<file path="src/acmp_regs.svh">
`ifndef ACMP_REGS_SVH
`define ACMP_REGS_SVH
// ----------------------------------------------------------------
// register offsets, byte addresses from the block base
// ----------------------------------------------------------------
`define ACMP_MIS_OFS 12'h000
`define ACMP_RIS_OFS 12'h004
`define ACMP_INTEN_OFS 12'h008
`define ACMP_REFCTL_OFS 12'h010
`define ACMP_STAT0_OFS 12'h020
`define ACMP_CTL0_OFS 12'h024
`define ACMP_STAT1_OFS 12'h040
`define ACMP_CTL1_OFS 12'h044
`define ACMP_STAT2_OFS 12'h060
`define ACMP_CTL2_OFS 12'h064
// ----------------------------------------------------------------
// reset values
// ----------------------------------------------------------------
`define ACMP_RST_CTL 12'h000
`define ACMP_RST_REF 10'h000
`define ACMP_RST_BITS 3'h0
`define ACMP_RST_WORD 32'h0000_0000
`define ACMP_RST_CONN 3'h7
// ----------------------------------------------------------------
// comparator control fields
// ----------------------------------------------------------------
`define ACMP_CTL_W 12
`define ACMP_CTL_INV 1
`define ACMP_CTL_SENSE_LO 2
`define ACMP_CTL_SENSE_HI 3
`define ACMP_CTL_LEVEL 4
`define ACMP_CTL_SRC_LO 9
`define ACMP_CTL_SRC_HI 10
`define ACMP_CTL_PIN_EN 11
// ----------------------------------------------------------------
// reference ladder control fields and figures
// ----------------------------------------------------------------
`define ACMP_REF_W 10
`define ACMP_REF_TAP_LO 0
`define ACMP_REF_TAP_HI 3
`define ACMP_REF_RNG 8
`define ACMP_REF_EN 9
`define ACMP_LADDER_LOW_UNITS 6'h20
`define ACMP_LADDER_HIGH_UNITS 6'h18
`define ACMP_LADDER_OFFSET 6'h08
`define ACMP_TAP_GROUND 6'h00
// ----------------------------------------------------------------
// positive source codes
// ----------------------------------------------------------------
`define ACMP_SRC_OWN 2'h0
`define ACMP_SRC_SHARED 2'h1
`define ACMP_SRC_VREF 2'h2
`define ACMP_SRC_RSVD 2'h3
`endif

</file>
<file path="src/acmp_pkg.sv">
package acmp_pkg;
    // interrupt sense modes, in control field code order
    typedef enum logic [1:0]
    {
        ACMP_SENSE_LEVEL,
        ACMP_SENSE_FALL,
        ACMP_SENSE_RISE,
        ACMP_SENSE_BOTH
    } acmp_sense_type;
    // positive input source select code
    typedef logic [1:0] acmp_src_type;
endpackage

</file>
<file path="src/acmp_ctrl.sv">
// Chosen here: register access over APB.
`timescale 1ns/1ps
`include "acmp_regs.svh"
module acmp_ctrl
    import acmp_pkg::*;
(
    // clock and reset
    input wire logic i_clk,
    input wire logic i_resetn,
    // apb slave
    input wire logic i_psel,
    input wire logic i_penable,
    input wire logic i_pwrite,
    input wire logic [11:0] i_paddr,
    input wire logic [31:0] i_pwdata,
    output logic [31:0] o_prdata,
    output logic o_pready,
    output logic o_pslverr,
    // comparator results, asynchronous to i_clk
    input wire logic [2:0] i_compare_result,
    // positive input mux controls
    output logic [1:0] o_comp0_positive_source_select,
    output logic [1:0] o_comp1_positive_source_select,
    output logic [1:0] o_comp2_positive_source_select,
    output logic [2:0] o_positive_connect,
    // reference ladder controls
    output logic o_ladder_enable,
    output logic o_ladder_range_select,
    output logic [5:0] o_ladder_total_units,
    output logic [5:0] o_ladder_tap_pos,
    // comparator 0 output pin, shared with comp1 positive pin
    output logic o_comp0_output_pin_o,
    output logic o_comp0_output_pin_oe,
    // controller interrupt
    output logic o_irq
);
    // ------------------------------------------------------------
    // state
    // ------------------------------------------------------------
    logic [`ACMP_CTL_W-1:0] ctl_r [3]; // per comparator control
    logic [`ACMP_CTL_W-1:0] ctl_nxt [3];
    logic [`ACMP_REF_W-1:0] ref_r; // ladder control
    logic [`ACMP_REF_W-1:0] ref_nxt;
    logic [2:0] inten_r; // interrupt enables
    logic [2:0] inten_nxt;
    logic [2:0] raw_r; // sticky raw status
    logic [2:0] raw_nxt;
    logic [2:0] sync1_r; // first sync stage, read by sync2 only
    logic [2:0] sync2_r; // second sync stage
    logic [2:0] res_r; // result after polarity
    logic [2:0] res_nxt;
    logic [2:0] prev_r; // result one cycle back, for edges
    logic [2:0] conn_r; // source legal per comparator
    logic [2:0] conn_nxt;
    logic [5:0] tap_r; // ladder tap position
    logic [5:0] tap_nxt;
    logic [5:0] units_r; // ladder total units
    logic [5:0] units_nxt;
    logic irq_r;
    logic irq_nxt;
    logic [31:0] prdata_r;
    logic [31:0] prdata_nxt;
    logic pready_r;
    logic pready_nxt;
    logic pslverr_r;
    logic pslverr_nxt;
    // ------------------------------------------------------------
    // decode helpers
    // ------------------------------------------------------------
    logic access; // apb access phase
    logic done; // transfer completes this edge
    logic hit; // address is mapped
    logic [31:0] rdata; // selected read word
    logic [2:0] ev; // interrupt event per comparator
    logic [2:0] clr; // write one to clear per comparator

    // a source code is legal unless reserved for that comparator
    function automatic logic src_legal(input int idx,
                                       input acmp_src_type s);
        logic ok;
        ok = 1'b1;
        if (idx == 0)
        begin
            ok = (s != `ACMP_SRC_RSVD);
        end
        else
        begin
            // codes 10 and 11 carry no input on comp1 and comp2
            ok = (s == `ACMP_SRC_OWN) || (s == `ACMP_SRC_SHARED);
        end
        return ok;
    endfunction

    // ------------------------------------------------------------
    // event detection, kept apart from the pin path
    // ------------------------------------------------------------
    // one sense decoder per comparator; its only output is ev
    for (genvar g = 0; g < 3; g++)
    begin : g_sense
        acmp_sense_type sense;
        always_comb
        begin
            sense = acmp_sense_type'(
                ctl_r[g][`ACMP_CTL_SENSE_HI:`ACMP_CTL_SENSE_LO]);
            case (sense)
                ACMP_SENSE_LEVEL:
                    ev[g] = res_r[g] == ctl_r[g][`ACMP_CTL_LEVEL];
                ACMP_SENSE_FALL:
                    ev[g] = prev_r[g] & ~res_r[g];
                ACMP_SENSE_RISE:
                    ev[g] = ~prev_r[g] & res_r[g];
                default:
                    ev[g] = prev_r[g] ^ res_r[g];
            endcase
            // a reserved source never interrupts
            if (!conn_r[g])
            begin
                ev[g] = 1'b0;
            end
        end
    end

    // ------------------------------------------------------------
    // next state: bus, registers, ladder, status
    // ------------------------------------------------------------
    // one wait state per transfer so read data comes from a flop
    always_comb
    begin
        ctl_nxt = ctl_r;
        ref_nxt = ref_r;
        inten_nxt = inten_r;
        access = i_psel & i_penable;
        done = access & pready_r;
        pready_nxt = access & ~pready_r;
        hit = 1'b1;
        rdata = `ACMP_RST_WORD;
        clr = `ACMP_RST_BITS;
        // address decode, offsets from the block base
        if (i_paddr == `ACMP_MIS_OFS)
        begin
            rdata = {29'h0, raw_r & inten_r};
            if (done && i_pwrite)
            begin
                clr = i_pwdata[2:0];
            end
        end
        else if (i_paddr == `ACMP_RIS_OFS)
        begin
            rdata = {29'h0, raw_r};
        end
        else if (i_paddr == `ACMP_INTEN_OFS)
        begin
            rdata = {29'h0, inten_r};
            if (done && i_pwrite)
            begin
                inten_nxt = i_pwdata[2:0];
            end
        end
        else if (i_paddr == `ACMP_REFCTL_OFS)
        begin
            rdata = {22'h0, ref_r};
            if (done && i_pwrite)
            begin
                ref_nxt = i_pwdata[`ACMP_REF_W-1:0];
            end
        end
        else if (i_paddr == `ACMP_STAT0_OFS)
        begin
            rdata = {29'h0, 1'b0, res_r[0], 1'b0};
        end
        else if (i_paddr == `ACMP_STAT1_OFS)
        begin
            rdata = {29'h0, 1'b0, res_r[1], 1'b0};
        end
        else if (i_paddr == `ACMP_STAT2_OFS)
        begin
            rdata = {29'h0, 1'b0, res_r[2], 1'b0};
        end
        else if (i_paddr == `ACMP_CTL0_OFS)
        begin
            rdata = {20'h0, ctl_r[0]};
            if (done && i_pwrite)
            begin
                ctl_nxt[0] = i_pwdata[`ACMP_CTL_W-1:0];
            end
        end
        else if (i_paddr == `ACMP_CTL1_OFS)
        begin
            rdata = {20'h0, ctl_r[1]};
            if (done && i_pwrite)
            begin
                ctl_nxt[1] = i_pwdata[`ACMP_CTL_W-1:0];
            end
        end
        else if (i_paddr == `ACMP_CTL2_OFS)
        begin
            rdata = {20'h0, ctl_r[2]};
            if (done && i_pwrite)
            begin
                ctl_nxt[2] = i_pwdata[`ACMP_CTL_W-1:0];
            end
        end
        else
        begin
            hit = 1'b0; // unmapped: zero data, error
        end
        // read data and error are captured in the wait cycle
        prdata_nxt = (pready_nxt && !i_pwrite) ? rdata : `ACMP_RST_WORD;
        pslverr_nxt = pready_nxt & ~hit;
        // sticky raw bits, a new event beats a clear
        raw_nxt = ev | (raw_r & ~clr);
        irq_nxt = |(raw_nxt & inten_nxt);
        // polarity, then the same result feeds pin and status
        for (int i = 0; i < 3; i++)
        begin
            res_nxt[i] = sync2_r[i] ^ ctl_nxt[i][`ACMP_CTL_INV];
            conn_nxt[i] = src_legal(i,
                ctl_nxt[i][`ACMP_CTL_SRC_HI:`ACMP_CTL_SRC_LO]);
        end
        // ladder: ground unless enabled, offset in low range
        units_nxt = ref_nxt[`ACMP_REF_RNG] ? `ACMP_LADDER_HIGH_UNITS
                                           : `ACMP_LADDER_LOW_UNITS;
        if (!ref_nxt[`ACMP_REF_EN])
        begin
            tap_nxt = `ACMP_TAP_GROUND;
        end
        else if (ref_nxt[`ACMP_REF_RNG])
        begin
            tap_nxt = {2'h0, ref_nxt[`ACMP_REF_TAP_HI:`ACMP_REF_TAP_LO]};
        end
        else
        begin
            tap_nxt = {2'h0, ref_nxt[`ACMP_REF_TAP_HI:`ACMP_REF_TAP_LO]}
                      + `ACMP_LADDER_OFFSET;
        end
    end

    // ------------------------------------------------------------
    // registers
    // ------------------------------------------------------------
    // the synchroniser runs on through reset so the path settles
    always_ff @(posedge i_clk)
    begin
        sync1_r <= i_compare_result;
        sync2_r <= sync1_r;
        // result and its edge history run on as well, so they leave
        // reset at the pin level and raise no false event after it
        res_r <= res_nxt;
        prev_r <= res_r;
        if (!i_resetn)
        begin
            for (int i = 0; i < 3; i++)
            begin
                ctl_r[i] <= `ACMP_RST_CTL;
            end
            ref_r <= `ACMP_RST_REF;
            inten_r <= `ACMP_RST_BITS;
            raw_r <= `ACMP_RST_BITS;
            conn_r <= `ACMP_RST_CONN;
            tap_r <= `ACMP_TAP_GROUND;
            units_r <= `ACMP_LADDER_LOW_UNITS;
            irq_r <= 1'b0;
            prdata_r <= `ACMP_RST_WORD;
            pready_r <= 1'b0;
            pslverr_r <= 1'b0;
        end
        else
        begin
            ctl_r <= ctl_nxt;
            ref_r <= ref_nxt;
            inten_r <= inten_nxt;
            raw_r <= raw_nxt;
            conn_r <= conn_nxt;
            tap_r <= tap_nxt;
            units_r <= units_nxt;
            irq_r <= irq_nxt;
            prdata_r <= prdata_nxt;
            pready_r <= pready_nxt;
            pslverr_r <= pslverr_nxt;
        end
    end

    // ------------------------------------------------------------
    // outputs, all straight from flops
    // ------------------------------------------------------------
    // negative inputs stay hard wired to their own pins
    assign o_prdata = prdata_r;
    assign o_pready = pready_r;
    assign o_pslverr = pslverr_r;
    assign o_comp0_positive_source_select =
        ctl_r[0][`ACMP_CTL_SRC_HI:`ACMP_CTL_SRC_LO];
    assign o_comp1_positive_source_select =
        ctl_r[1][`ACMP_CTL_SRC_HI:`ACMP_CTL_SRC_LO];
    assign o_comp2_positive_source_select =
        ctl_r[2][`ACMP_CTL_SRC_HI:`ACMP_CTL_SRC_LO];
    assign o_positive_connect = conn_r;
    assign o_ladder_enable = ref_r[`ACMP_REF_EN];
    assign o_ladder_range_select = ref_r[`ACMP_REF_RNG];
    assign o_ladder_total_units = units_r;
    assign o_ladder_tap_pos = tap_r;
    // pin path never looks at interrupt state
    assign o_comp0_output_pin_o = res_r[0];
    // software must not drive this while comp1 reads the pin
    assign o_comp0_output_pin_oe = ctl_r[0][`ACMP_CTL_PIN_EN];
    assign o_irq = irq_r;
endmodule

</file>
<file path="config.mk">
export PLATFORM = sky130hd
export DESIGN_NAME = acmp_ctrl
export DESIGN_NICKNAME = d
export VERILOG_FILES = /design/src/acmp_pkg.sv /design/src/acmp_ctrl.sv
export VERILOG_INCLUDE_DIRS = /design/src
export SDC_FILE = /design/constraint.sdc
export NUM_CORES = 1
export LEC_CHECK = 0
export BUFFER_PORTS_ARGS = -buffer_cell sky130_fd_sc_hd__buf_2
export CORE_MARGIN = 5
export CORE_UTILIZATION = 45
export CTS_CLUSTER_SIZE = 8
export DETAILED_ROUTE_END_ITERATION = 8
export MAX_ROUTING_LAYER = met4
export PLACE_DENSITY = 0.72
export SETUP_SLACK_MARGIN = 0.15
export SYNTH_ARGS = -nofsm -noshare
export SYNTH_HDL_FRONTEND = slang
export SYNTH_SLANG_ARGS = --single-unit
</file>
<file path="constraint.sdc">
create_clock -name i_clk -period 4.7 [get_ports i_clk]
set_input_delay 0.47 -clock i_clk [delete_from_list [all_inputs] [get_ports i_clk]]
set_output_delay 0.47 -clock i_clk [all_outputs]
set_load 0.005 [all_outputs]
</file>
==> flow_summary.html, run 1 <==
<table>
<tr><th>Metric</th><th>Value</th></tr>
<tr><th colspan="2">Outcome</th></tr>
<tr><td>Result of the run</td><td>completed</td></tr>
<tr><th colspan="2">Yosys</th></tr>
<tr><td>Synthesized instance count</td><td>478</td></tr>
<tr><td>Cell area after synthesis</td><td>0.00415 mm²</td></tr>
<tr><td>Synth top area share</td><td>0.425</td></tr>
<tr><td>Main synth FF type</td><td>sky130_fd_sc_hd__dfxtp_1</td></tr>
<tr><td>Most area-consuming cells after synthesis</td><td>sky130_fd_sc_hd__dfxtp_1 (42%), sky130_fd_sc_hd__nand2_1 (7.2%), sky130_fd_sc_hd__buf_4 (6.3%), sky130_fd_sc_hd__a21boi_1 (5.4%), sky130_fd_sc_hd__a21oi_1 (3.5%)</td></tr>
<tr><td>Leading cell type by number of instances after synthesis</td><td>sky130_fd_sc_hd__dfxtp_1</td></tr>
<tr><td>Dominant cell type by area after synthesis</td><td>sky130_fd_sc_hd__dfxtp_1</td></tr>
<tr><td>Async set-or-reset flop fraction in the synthesized netlist</td><td>0</td></tr>
<tr><td>#FFs+latches synth</td><td>88</td></tr>
<tr><td>Average cell area after synthesis</td><td>approximately 8.7 µm²</td></tr>
<tr><td>Top cell types by occurrence after synthesis</td><td>sky130_fd_sc_hd__dfxtp_1 (88), sky130_fd_sc_hd__nand2_1 (80), sky130_fd_sc_hd__buf_4 (35)</td></tr>
<tr><td>Yosys warning count</td><td>0</td></tr>
<tr><td>Number of enable-type register cells in the synthesized netlist</td><td>0</td></tr>
<tr><td>Share of the yosys chip area belonging to registers</td><td>0.425</td></tr>
<tr><td>Number of distinct library cell variants in the gate-level netlist after synthesis</td><td>just over 60</td></tr>
<tr><th colspan="2">Detailed routing</th></tr>
<tr><td>Mean routed wirelength per cell</td><td>~16 µm</td></tr>
<tr><td>Drt first pass iters</td><td>5</td></tr>
<tr><td>Residual antenna-violating net count after detailed routing</td><td>0</td></tr>
<tr><td>Drt via density</td><td>between 5 and 6</td></tr>
<tr><td>DRC violation count after routing</td><td>0</td></tr>
<tr><td>1st-iter DRT viols</td><td>slightly below 200</td></tr>
<tr><td>Detailed Route WL</td><td>roughly 10000 µm</td></tr>
<tr><td>Routed vias</td><td>~3400</td></tr>
<tr><th colspan="2">STA</th></tr>
<tr><td>Final setup viols</td><td>0</td></tr>
<tr><td>Clock tree skew after final layout</td><td>~7.3 ps</td></tr>
<tr><td>Final worst setup slack</td><td>2250 ps</td></tr>
<tr><td>Top achievable clock speed</td><td>between 0.4 and 0.5 GHz</td></tr>
<tr><td>Period utilisation layout</td><td>0.522</td></tr>
<tr><td>Worst max-slew margin expressed relative to the limit</td><td>0.378</td></tr>
<tr><td>Worst slew pin tran</td><td>928 ps</td></tr>
<tr><td>Setup repair after global routing missed its margin</td><td>no</td></tr>
<tr><td>Min cycle time layout</td><td>about 2500 ps</td></tr>
<tr><td>Final sum of negative setup slack</td><td>0 ps</td></tr>
<tr><td>Final count of pins violating max slew</td><td>0</td></tr>
<tr><td>Number of hold violations in the final report</td><td>0</td></tr>
<tr><th colspan="2">Pwr</th></tr>
<tr><td>Power Internal</td><td>around 980 µW</td></tr>
<tr><td>Leakage dissipation</td><td>approximately 1.8 nW</td></tr>
<tr><td>Switching Fraction</td><td>0.260</td></tr>
<tr><td>Clock Power Share</td><td>0.364</td></tr>
<tr><td>Power Total</td><td>approximately 1.3 mW</td></tr>
<tr><td>Combinational Power Share</td><td>0.064</td></tr>
<tr><td>Areal power density over the cells</td><td>between 200 and 300 mW/mm²</td></tr>
<tr><td>Max IR drop VDD</td><td>0.000125 V</td></tr>
<tr><td>Sequential share of power</td><td>0.572</td></tr>
<tr><td>Net switching power of the design</td><td>approximately 350 µW</td></tr>
<tr><th colspan="2">CTS</th></tr>
<tr><td>CTS resizes</td><td>0</td></tr>
<tr><td>Number of buffers added to fix hold violations after cts</td><td>0</td></tr>
<tr><td>Root buffer selected by CTS</td><td>sky130_fd_sc_hd__clkbuf_8</td></tr>
<tr><td>CTS buffer count</td><td>9</td></tr>
<tr><td>Register clock-pin slew on the reported worst setup and hold paths</td><td>~90 ps</td></tr>
<tr><td>Maximum clock path buffer count</td><td>2</td></tr>
<tr><td>Number of sinks driven by the clock tree</td><td>between 80 and 90</td></tr>
<tr><td>CTS tree</td><td>yes</td></tr>
<tr><td>Post-CTS repair timing setup buffer count</td><td>0</td></tr>
<tr><td>Insertion delay of the later-clocked pin in the worst-skew pair</td><td>360 ps</td></tr>
<tr><td>Htree depth</td><td>3</td></tr>
<tr><th colspan="2">Global route</th></tr>
<tr><td>Total overflow reported by the global router</td><td>0</td></tr>
<tr><td>Pin count of the biggest net entering global routing</td><td>between 50 and 60</td></tr>
<tr><td>Vias in the first global route</td><td>3230</td></tr>
<tr><td>GRT Total Usage</td><td>0.183</td></tr>
<tr><td>Antenna violations before repair</td><td>0</td></tr>
<tr><td>Wire length of the first global-routing pass</td><td>16000 µm</td></tr>
<tr><th colspan="2">Worst setup path</th></tr>
<tr><td>Peak fanout along the critical path</td><td>24</td></tr>
<tr><td>Slowest stage delay, CP</td><td>760 ps</td></tr>
<tr><td>Slowest stage cell, crit path</td><td>sky130_fd_sc_hd__nor4_2</td></tr>
<tr><td>Cell-by-cell listing of the critical path</td><td>buf_2, nor4_2, and4_1, buf_4, nand2_2, mux2_4, and2_1</td></tr>
<tr><td>Required time at the endpoint of the critical path</td><td>~5000 ps</td></tr>
<tr><td>Arrival time worst endpoint</td><td>around 2700 ps</td></tr>
<tr><td>Worst setup path category</td><td>primary input to flop</td></tr>
<tr><td>Kind of end point of the critical path</td><td>flop</td></tr>
<tr><td>Launching element type of the critical path</td><td>primary input</td></tr>
<tr><th colspan="2">Layout</th></tr>
<tr><td>Share of final-layout standard cells stronger than drive strength 1</td><td>0.190</td></tr>
<tr><td>Number of antenna diodes</td><td>0</td></tr>
<tr><td>Number of cells in the finished layout apart from fillers</td><td>approximately 640</td></tr>
<tr><td>Area of combinational cells with multiple inputs</td><td>0.00205 mm²</td></tr>
<tr><td>Area of all sequential standard cells</td><td>roughly 0.0018 mm²</td></tr>
<tr><td>Final nets</td><td>a little under 600</td></tr>
<tr><td>Area Growth Syn to Fin</td><td>9.77%</td></tr>
<tr><td>Final core area utilization</td><td>0.500</td></tr>
<tr><td>Filler cells</td><td>~850</td></tr>
<tr><th colspan="2">Place</th></tr>
<tr><td>DP Wirelength</td><td>6900 µm</td></tr>
<tr><td>Worst setup slack before clock tree synthesis</td><td>1870 ps</td></tr>
<tr><td>Cell total after placement</td><td>between 600 and 700</td></tr>
<tr><td>Gp weighted congestion</td><td>roughly 0.89</td></tr>
<tr><td>Port Buffers</td><td>67</td></tr>
<tr><th colspan="2">Floorplan</th></tr>
<tr><td>Core Region</td><td>a little over 0.009 mm²</td></tr>
<tr><td>Area of the die</td><td>between 0.01 and 0.015 mm²</td></tr>
<tr><td>Die width</td><td>roughly 110 µm</td></tr>
<tr><td>Starting density of the core</td><td>0.455</td></tr>
<tr><td>Die Span Y</td><td>106 µm</td></tr>
<tr><td>Number of rows created at floorplan</td><td>35</td></tr>
<tr><td>Number of ports placed on the die boundary</td><td>roughly 110</td></tr>
<tr><th colspan="2">Min path</th></tr>
<tr><td>Classification of the worst-slack hold path</td><td>primary input to flop</td></tr>
<tr><th colspan="2">Run</th></tr>
<tr><td>Max cap viols</td><td>0</td></tr>
</table>
==> final timing paths <==
path / from / to / slack, ps / cells past startpoint
setup / recovery: i_paddr[9] / o_comp2_positive_source_select[1]$_SDFF_PN0_ / 2250 / 7
hold / removal: i_compare_result[2] / sync1_r[2]$_DFF_P_ / 200 / 1
setup reg to reg: o_pready$_SDFF_PN0_ / o_ladder_tap_pos[3]$_SDFF_PN0_ / 2600 / 6
hold reg to reg: sync1_r[1]$_DFF_P_ / sync2_r[1]$_DFF_P_ / 330 / 0
==> worst max-delay path: cells and delay by family <==
family                 cells  cell delay (ps)
muxes                      1              370
and+or+nand+nor            4             1480
buffers and inverters      2              390
==> power groups by stage <==
stage	sequential (mW)	combinational, mW	clock [mW]
after floorplan	0.775	0.0648	0
after CTS	0.759	0.0837	0.493
after global routing	0.761	0.0940	0.529
final	0.759	0.0847	0.484
after global placement	0.776	0.0820	0
after detailed placement	0.777	0.0833	0
==> layout by cell type (no fill, tap or decap), types with 2 or more instances in the layout <==
master,count
sky130_fd_sc_hd__dfxtp_1,88
sky130_fd_sc_hd__nand2_1,80
sky130_fd_sc_hd__buf_2,67
sky130_fd_sc_hd__a21boi_1,30
sky130_fd_sc_hd__a21oi_1,29
sky130_fd_sc_hd__conb_1,24
sky130_fd_sc_hd__nor2_1,20
sky130_fd_sc_hd__nand3_1,18
sky130_fd_sc_hd__inv_1,14
sky130_fd_sc_hd__nor2b_1,13
sky130_fd_sc_hd__mux2i_1,11
sky130_fd_sc_hd__o21ai_0,10
sky130_fd_sc_hd__o2bb2ai_1,9
sky130_fd_sc_hd__clkbuf_8,9
sky130_fd_sc_hd__o21ai_1,8
sky130_fd_sc_hd__ha_1,6
sky130_fd_sc_hd__buf_4,6
sky130_fd_sc_hd__xor2_1,5
sky130_fd_sc_hd__a21boi_0,5
sky130_fd_sc_hd__nand4_1,4
sky130_fd_sc_hd__xnor2_1,4
sky130_fd_sc_hd__o31ai_1,4
sky130_fd_sc_hd__nand2b_1,4
sky130_fd_sc_hd__inv_6,4
sky130_fd_sc_hd__and4_1,3
sky130_fd_sc_hd__and2_1,3
sky130_fd_sc_hd__a32oi_1,3
sky130_fd_sc_hd__and3_1,3
sky130_fd_sc_hd__nor4_2,2
sky130_fd_sc_hd__or2_1,2
sky130_fd_sc_hd__nor4b_2,2
sky130_fd_sc_hd__nor4bb_1,2
sky130_fd_sc_hd__a31oi_1,2
sky130_fd_sc_hd__o22a_1,2
sky130_fd_sc_hd__a22oi_1,2
sky130_fd_sc_hd__clkinvlp_4,2
==> kinds of logic after synthesis <==
family | count (synthesis) | synth area share
fa+ha+maj | 6 | 0.0181
xor+xnor | 9 | 0.0190
other cells | 1 | 0.000904
buf+inv | 76 | 0.103
mux | 14 | 0.0356
simple gates | 169 | 0.213
flops | 88 | 0.425
compound gates | 115 | 0.186
==> per-layer routing <==
layer  vias to the layer above  routed length [µm]  global-route usage  part of all wire
met1                      1588                4410               0.232              0.44
met5                         -                   0                   -                 0
met2                       136                4610               0.286              0.46
met4                         0                 165              0.0786             0.017
met3                        21                 741              0.0346             0.075
li1                       1681                   -                   -                 -
==> cell type report <==
class | count | area share
clock buffers | 9 | 0.0272
inverters | 14 | 0.0115
clock inverters | 6 | 0.0110
well taps | 111 | 0.0305
flip-flops and latches | 88 | 0.387
multi-input cells | 337 | 0.449
repair buffers | 73 | 0.0835
==> registers in the layout, indices dropped and copies added, names as in the netlist, 2 cells and up, named ones only <==
name                            cells
ctl_r                              29
sync2_r                             3
o_ladder_tap_pos                    5
res_r                               3
o_positive_connect                  3
o_prdata                           12
inten_r                             3
sync1_r                             3
ref_r                              10
raw_r                               3
prev_r                              3
o_comp0_positive_source_select      2
==> metrics by stage <==
stage	area, µm²	hold WS [ps]
floorplan	4240	310
CTS	4550	188
detailed placement	4380	312
global placement	4380	310
global route	4550	180
finish	4550	202
(Power assumes the default switching activity.)
==> run 2, diff against run 1 <==
--- a/config.mk
+++ b/config.mk
@@ -6,13 +6,14 @@
 export SDC_FILE = /design/constraint.sdc
 export NUM_CORES = 1
 export LEC_CHECK = 0
+export ABC_AREA = 1
 export BUFFER_PORTS_ARGS = -buffer_cell sky130_fd_sc_hd__buf_2
 export CORE_MARGIN = 5
 export CORE_UTILIZATION = 45
 export CTS_CLUSTER_SIZE = 8
 export DETAILED_ROUTE_END_ITERATION = 8
 export MAX_ROUTING_LAYER = met4
-export PLACE_DENSITY = 0.72
+export PLACE_DENSITY = 0.75
 export SETUP_SLACK_MARGIN = 0.15
 export SYNTH_ARGS = -nofsm -noshare
 export SYNTH_HDL_FRONTEND = slang
==> constraint.sdc (replaced) <==
create_clock -name i_clk -period 2.15 [get_ports i_clk]
set_input_delay 0.215 -clock i_clk [delete_from_list [all_inputs] [get_ports i_clk]]
set_output_delay 0.215 -clock i_clk [all_outputs]
set_load 0.005 [all_outputs]
==> run 2 against run 1 <==
  * Global-route usage increased by 2.0 points
  * Synthesized cell count increased by 14%
  * Clock power increased to 2.7 times the previous value
  * Cell count increased by 15%
  * Clock-buffer cell count increased by 3
  * Routed wire length increased by 11%
  * Critical path depth unchanged
  * Flip-flop and latch count unchanged
  * Worst setup slack got worse by 1900 ps
  * First-iteration DRC count increased by 140%
  * Die area decreased by 2.3%
  * Non-clock buffer count increased by 11
==> flow_summary.html, run 2 <==
<table>
<tr><th>Metric</th><th>Value</th></tr>
<tr><th colspan="2">Pwr</th></tr>
<tr><td>Areal power density over the cells</td><td>667 mW/mm² (+130%)</td></tr>
<tr><td>Clock Power Share</td><td>0.415 (+0.051)</td></tr>
<tr><td>Net switching power of the design</td><td>716 µW (+110%)</td></tr>
<tr><td>Max IR drop VDD</td><td>0.000386 V (+210%)</td></tr>
<tr><td>Power Total</td><td>3.11 mW (+130%)</td></tr>
<tr><td>Power Internal</td><td>2.39 mW (+140%)</td></tr>
<tr><td>Sequential share of power</td><td>0.533 (-0.039)</td></tr>
<tr><td>Switching Fraction</td><td>0.230 (-0.0299)</td></tr>
<tr><td>Combinational Power Share</td><td>0.051 (-0.013)</td></tr>
<tr><td>Leakage dissipation</td><td>2.09 nW (+13%)</td></tr>
<tr><th colspan="2">Layout</th></tr>
<tr><td>Final nets</td><td>676 (+16%)</td></tr>
<tr><td>Design area</td><td>0.00466 mm² (+2.3%)</td></tr>
<tr><td>Area Growth Syn to Fin</td><td>15.3%</td></tr>
<tr><td>Share of final-layout standard cells stronger than drive strength 1</td><td>0.204 (+0.0141)</td></tr>
<tr><td>Flip-flop count of the largest register after layout</td><td>29 (unchanged)</td></tr>
<tr><td>Largest reg by FF count</td><td>ctl_r</td></tr>
<tr><td>Most common cell after layout, fill and taps aside</td><td>sky130_fd_sc_hd__dfxtp_1</td></tr>
<tr><td>Most used cells in the layout excluding fill and tap cells</td><td>sky130_fd_sc_hd__dfxtp_1 (88), sky130_fd_sc_hd__nand2_1 (82), sky130_fd_sc_hd__buf_2 (67)</td></tr>
<tr><td>Number of antenna diodes</td><td>0 (unchanged)</td></tr>
<tr><td>Final core area utilization</td><td>0.534 (+0.0343)</td></tr>
<tr><th colspan="2">Global route</th></tr>
<tr><td>Vias in the first global route</td><td>3766 (+17%)</td></tr>
<tr><td>Antenna violations before repair</td><td>0 (unchanged)</td></tr>
<tr><td>Total overflow reported by the global router</td><td>0 (unchanged)</td></tr>
<tr><td>Wire length of the first global-routing pass</td><td>17900 µm (+12%)</td></tr>
<tr><td>Pin count of the biggest net entering global routing</td><td>30 (-48%)</td></tr>
<tr><td>GRT Total Usage</td><td>0.203 (+0.0204)</td></tr>
<tr><th colspan="2">Detailed routing</th></tr>
<tr><td>Drt first pass iters</td><td>5 (unchanged)</td></tr>
<tr><td>Detailed Route WL</td><td>11000 µm (+11%)</td></tr>
<tr><td>Routed vias</td><td>3854 (+12%)</td></tr>
<tr><td>Mean routed wirelength per cell</td><td>15.1 µm (-3.1%)</td></tr>
<tr><td>Residual antenna-violating net count after detailed routing</td><td>0 (unchanged)</td></tr>
<tr><td>1st-iter DRT viols</td><td>472 (+140%)</td></tr>
<tr><td>Drt via density</td><td>5.27 (-1.8%)</td></tr>
<tr><td>DRC violation count after routing</td><td>0 (unchanged)</td></tr>
<tr><th colspan="2">Floorplan</th></tr>
<tr><td>Core Region</td><td>0.00872 mm² (-4.3%)</td></tr>
<tr><td>Die width</td><td>105 µm (-1.2%)</td></tr>
<tr><td>Area of the die</td><td>0.0110 mm² (-2.3%)</td></tr>
<tr><td>Number of ports placed on the die boundary</td><td>112 (unchanged)</td></tr>
<tr><td>Number of rows created at floorplan</td><td>34 (-2.9%)</td></tr>
<tr><td>Starting density of the core</td><td>0.464 (+0.00806)</td></tr>
<tr><td>Die Span Y</td><td>105 µm (-1.2%)</td></tr>
<tr><th colspan="2">Place</th></tr>
<tr><td>DP Wirelength</td><td>8180 µm (+19%)</td></tr>
<tr><td>Port Buffers</td><td>67 (unchanged)</td></tr>
<tr><td>Placed cell areas</td><td>0.00441 mm² (+0.60%)</td></tr>
<tr><td>Gp weighted congestion</td><td>0.959 (+7.9%)</td></tr>
<tr><th colspan="2">Worst setup path</th></tr>
<tr><td>End of the worst register-to-register path</td><td>o_prdata[3]$_SDFF_PP0_</td></tr>
<tr><td>Launching element type of the critical path</td><td>flop</td></tr>
<tr><td>Cell-by-cell listing of the critical path</td><td>nor3_1, inv_1, nor2_1, inv_1, nor2_1, inv_2, a21oi_1</td></tr>
<tr><td>Largest delay share family, worst path</td><td>simple AND/OR/NAND/NOR gates</td></tr>
<tr><td>Buffer and inverter count on the worst path</td><td>3 (+1)</td></tr>
<tr><td>Kind of end point of the critical path</td><td>flop</td></tr>
<tr><td>Arrival time worst endpoint</td><td>2120 ps (-600 ps)</td></tr>
<tr><td>Reg2Reg Depth</td><td>7 (+1)</td></tr>
<tr><td>Peak fanout along the critical path</td><td>7 (-71%)</td></tr>
<tr><td>Worst setup path category</td><td>flop to flop</td></tr>
<tr><td>Required time at the endpoint of the critical path</td><td>2430 ps (-2540 ps)</td></tr>
<tr><td>Slowest stage delay, CP</td><td>340 ps (-420 ps)</td></tr>
<tr><td>Slowest stage cell, crit path</td><td>sky130_fd_sc_hd__nor3_1</td></tr>
<tr><td>Worst reg2reg path startpoint</td><td>o_pready$_SDFF_PN0_</td></tr>
<tr><td>Flop-to-flop setup slack</td><td>310 ps (-2290 ps)</td></tr>
<tr><th colspan="2">Yosys</th></tr>
<tr><td>Most area-consuming cells after synthesis</td><td>sky130_fd_sc_hd__dfxtp_1 (44%), sky130_fd_sc_hd__nand2_1 (7.6%), sky130_fd_sc_hd__a21oi_1 (6.9%), sky130_fd_sc_hd__o21ai_0 (6.3%), sky130_fd_sc_hd__buf_4 (5.9%)</td></tr>
<tr><td>Async set-or-reset flop fraction in the synthesized netlist</td><td>0 (unchanged)</td></tr>
<tr><td>Yosys warning count</td><td>0 (unchanged)</td></tr>
<tr><td>Average cell area after synthesis</td><td>7.43 µm² (-14%)</td></tr>
<tr><td>Share of the yosys chip area belonging to registers</td><td>0.436 (+0.0112)</td></tr>
<tr><td>Synthesized instance count</td><td>544 (+14%)</td></tr>
<tr><td>Main synth FF type</td><td>sky130_fd_sc_hd__dfxtp_1</td></tr>
<tr><td>Dominant cell type by area after synthesis</td><td>sky130_fd_sc_hd__dfxtp_1</td></tr>
<tr><td>Cell area after synthesis</td><td>0.00404 mm² (-2.6%)</td></tr>
<tr><td>Top cell types by occurrence after synthesis</td><td>sky130_fd_sc_hd__dfxtp_1 (88), sky130_fd_sc_hd__nand2_1 (82), sky130_fd_sc_hd__inv_1 (64)</td></tr>
<tr><td>Leading cell type by number of instances after synthesis</td><td>sky130_fd_sc_hd__dfxtp_1</td></tr>
<tr><td>Number of distinct library cell variants in the gate-level netlist after synthesis</td><td>34 (-44%)</td></tr>
<tr><td>#FFs+latches synth</td><td>88 (unchanged)</td></tr>
<tr><td>Synth top area share</td><td>0.436 (+0.0112)</td></tr>
<tr><td>Number of enable-type register cells in the synthesized netlist</td><td>0 (unchanged)</td></tr>
<tr><th colspan="2">CTS</th></tr>
<tr><td>CTS buffer count</td><td>9 (unchanged)</td></tr>
<tr><td>Maximum clock path buffer count</td><td>2 (unchanged)</td></tr>
<tr><td>Root buffer selected by CTS</td><td>sky130_fd_sc_hd__clkbuf_8</td></tr>
<tr><td>CTS tree</td><td>yes</td></tr>
<tr><td>Register clock-pin slew on the reported worst setup and hold paths</td><td>90 ps (about the same)</td></tr>
<tr><td>Htree depth</td><td>3 (unchanged)</td></tr>
<tr><td>Number of buffers added to fix hold violations after cts</td><td>3 (+3)</td></tr>
<tr><td>CTS resizes</td><td>0 (unchanged)</td></tr>
<tr><td>Post-CTS repair timing setup buffer count</td><td>0 (unchanged)</td></tr>
<tr><td>Number of sinks driven by the clock tree</td><td>88 (unchanged)</td></tr>
<tr><td>Insertion delay of the later-clocked pin in the worst-skew pair</td><td>360 ps (about the same)</td></tr>
<tr><th colspan="2">STA</th></tr>
<tr><td>Final setup viols</td><td>0 (unchanged)</td></tr>
<tr><td>Clock tree skew after final layout</td><td>13.9 ps (+6.63 ps)</td></tr>
<tr><td>Number of hold violations in the final report</td><td>0 (unchanged)</td></tr>
<tr><td>Period utilisation layout</td><td>0.854</td></tr>
<tr><td>Top achievable clock speed</td><td>roughly 0.54 GHz</td></tr>
<tr><td>Final sum of negative setup slack</td><td>0 ps (unchanged)</td></tr>
<tr><td>Min cycle time layout</td><td>about 1800 ps</td></tr>
<tr><td>Final count of pins violating max slew</td><td>0 (unchanged)</td></tr>
<tr><td>Setup repair after global routing missed its margin</td><td>no</td></tr>
<tr><th colspan="2">Outcome</th></tr>
<tr><td>Result of the run</td><td>completed</td></tr>
<tr><th colspan="2">Run</th></tr>
<tr><td>Max cap viols</td><td>0 (unchanged)</td></tr>
<tr><th colspan="2">Min path</th></tr>
<tr><td>Worst hold path cell count</td><td>3 (+2)</td></tr>
<tr><td>Classification of the worst-slack hold path</td><td>primary input to flop</td></tr>
<tr><td>Hold Startpoint</td><td>i_pwdata[9]</td></tr>
</table>
==> run 2: changes by cell type after synthesis, sizes merged, moves of 10 or more <==
cell / change
inv: +60
a21boi: -35
o21ai: +40
a21oi: +27
clkbuf: -13
nor3: +10
nor2b: -13
mux2i: -10
o211ai: +13
nand2: +10
nor2: +45
==> run 2: routing by layer <==
| metal | up-vias | GRT usage | part of all wire | wire, µm |
|---|---|---|---|---|
| li1 | 1859 | - | - | - |
| met1 | 1785 | 0.248 | 0.42 | 4590 |
| met2 | 188 | 0.332 | 0.48 | 5270 |
| met3 | 22 | 0.0506 | 0.084 | 931 |
| met4 | 0 | 0.0621 | 0.021 | 227 |
| met5 | - | - | 0 | 0 |
==> run 2: cells by family (layout without fill, tap and decap cells) <==
logic type	count (synthesis)	in the layout	share of synthesized area
and+or+nand+nor	191	191	0.210
AOI/OAI and AO/OA	136	136	0.183
buffers and inverters	118	174	0.142
DFF	88	88	0.436
adders and majority gates	6	6	0.0186
xor gates and xnor gates	3	3	0.00650
other	1	24	0.000928
muxes	1	1	0.00248
==> run 2: worst reg2reg max path, cell delays in order (launching register included) <==
cell	delay (ps)
sky130_fd_sc_hd__dfxtp_1	330
sky130_fd_sc_hd__nor3_1	340
sky130_fd_sc_hd__inv_1	70
sky130_fd_sc_hd__nor2_1	230
sky130_fd_sc_hd__inv_1	120
sky130_fd_sc_hd__nor2_1	310
sky130_fd_sc_hd__inv_2	160
sky130_fd_sc_hd__a21oi_1	200
==> run 2: area by class of cell <==
class                           count  area (µm²)
Fill cell                         820        4060
Clock buffer                       12         145
Tap cell                          108         135
Timing Repair Buffer               84         470
Multi-Input combinational cell    361        1790
Inverter                           74         278
Clock inverter                      4        77.6
Sequential cell                    88        1760
==> run 2: metrics by stage <==
step | hold WS, ps | setup slack (ps) | std cells
CTS | 115 | 359 | 731
detailed placement | 312 | 222 | 712
global route | 122 | 255 | 731
global placement | 312 | 267 | 712
floorplan | 243 | 598 | 567
finish | 133 | 315 | 731
==> run 2: power by group through the flow <==
stage / clock network [mW] / registers [mW] / logic (mW)
CTS: 1.30 / 1.66 / 0.156
detailed placement: 0 / 1.70 / 0.151
finish: 1.29 / 1.66 / 0.159
floorplan: 0 / 1.69 / 0.111
global route: 1.36 / 1.66 / 0.179
global placement: 0 / 1.69 / 0.146
==> run 2: worst max-delay path by stage <==
stage,depth (start not counted),from,end,slack [ps]
2_1_floorplan,7,o_pready$_SDFF_PN0_,o_positive_connect[1]$_SDFF_PN1_,600
3_3_place_gp,11,i_paddr[4],o_prdata[2]$_SDFF_PN0_,270
3_5_place_dp,10,i_paddr[1],res_r[2]$_DFF_P_,220
4_1_cts,7,o_pready$_SDFF_PN0_,o_prdata[3]$_SDFF_PP0_,360
5_1_grt,9,o_pready$_SDFF_PN0_,o_irq$_SDFF_PN0_,250
6_report,7,o_pready$_SDFF_PN0_,o_prdata[3]$_SDFF_PP0_,310
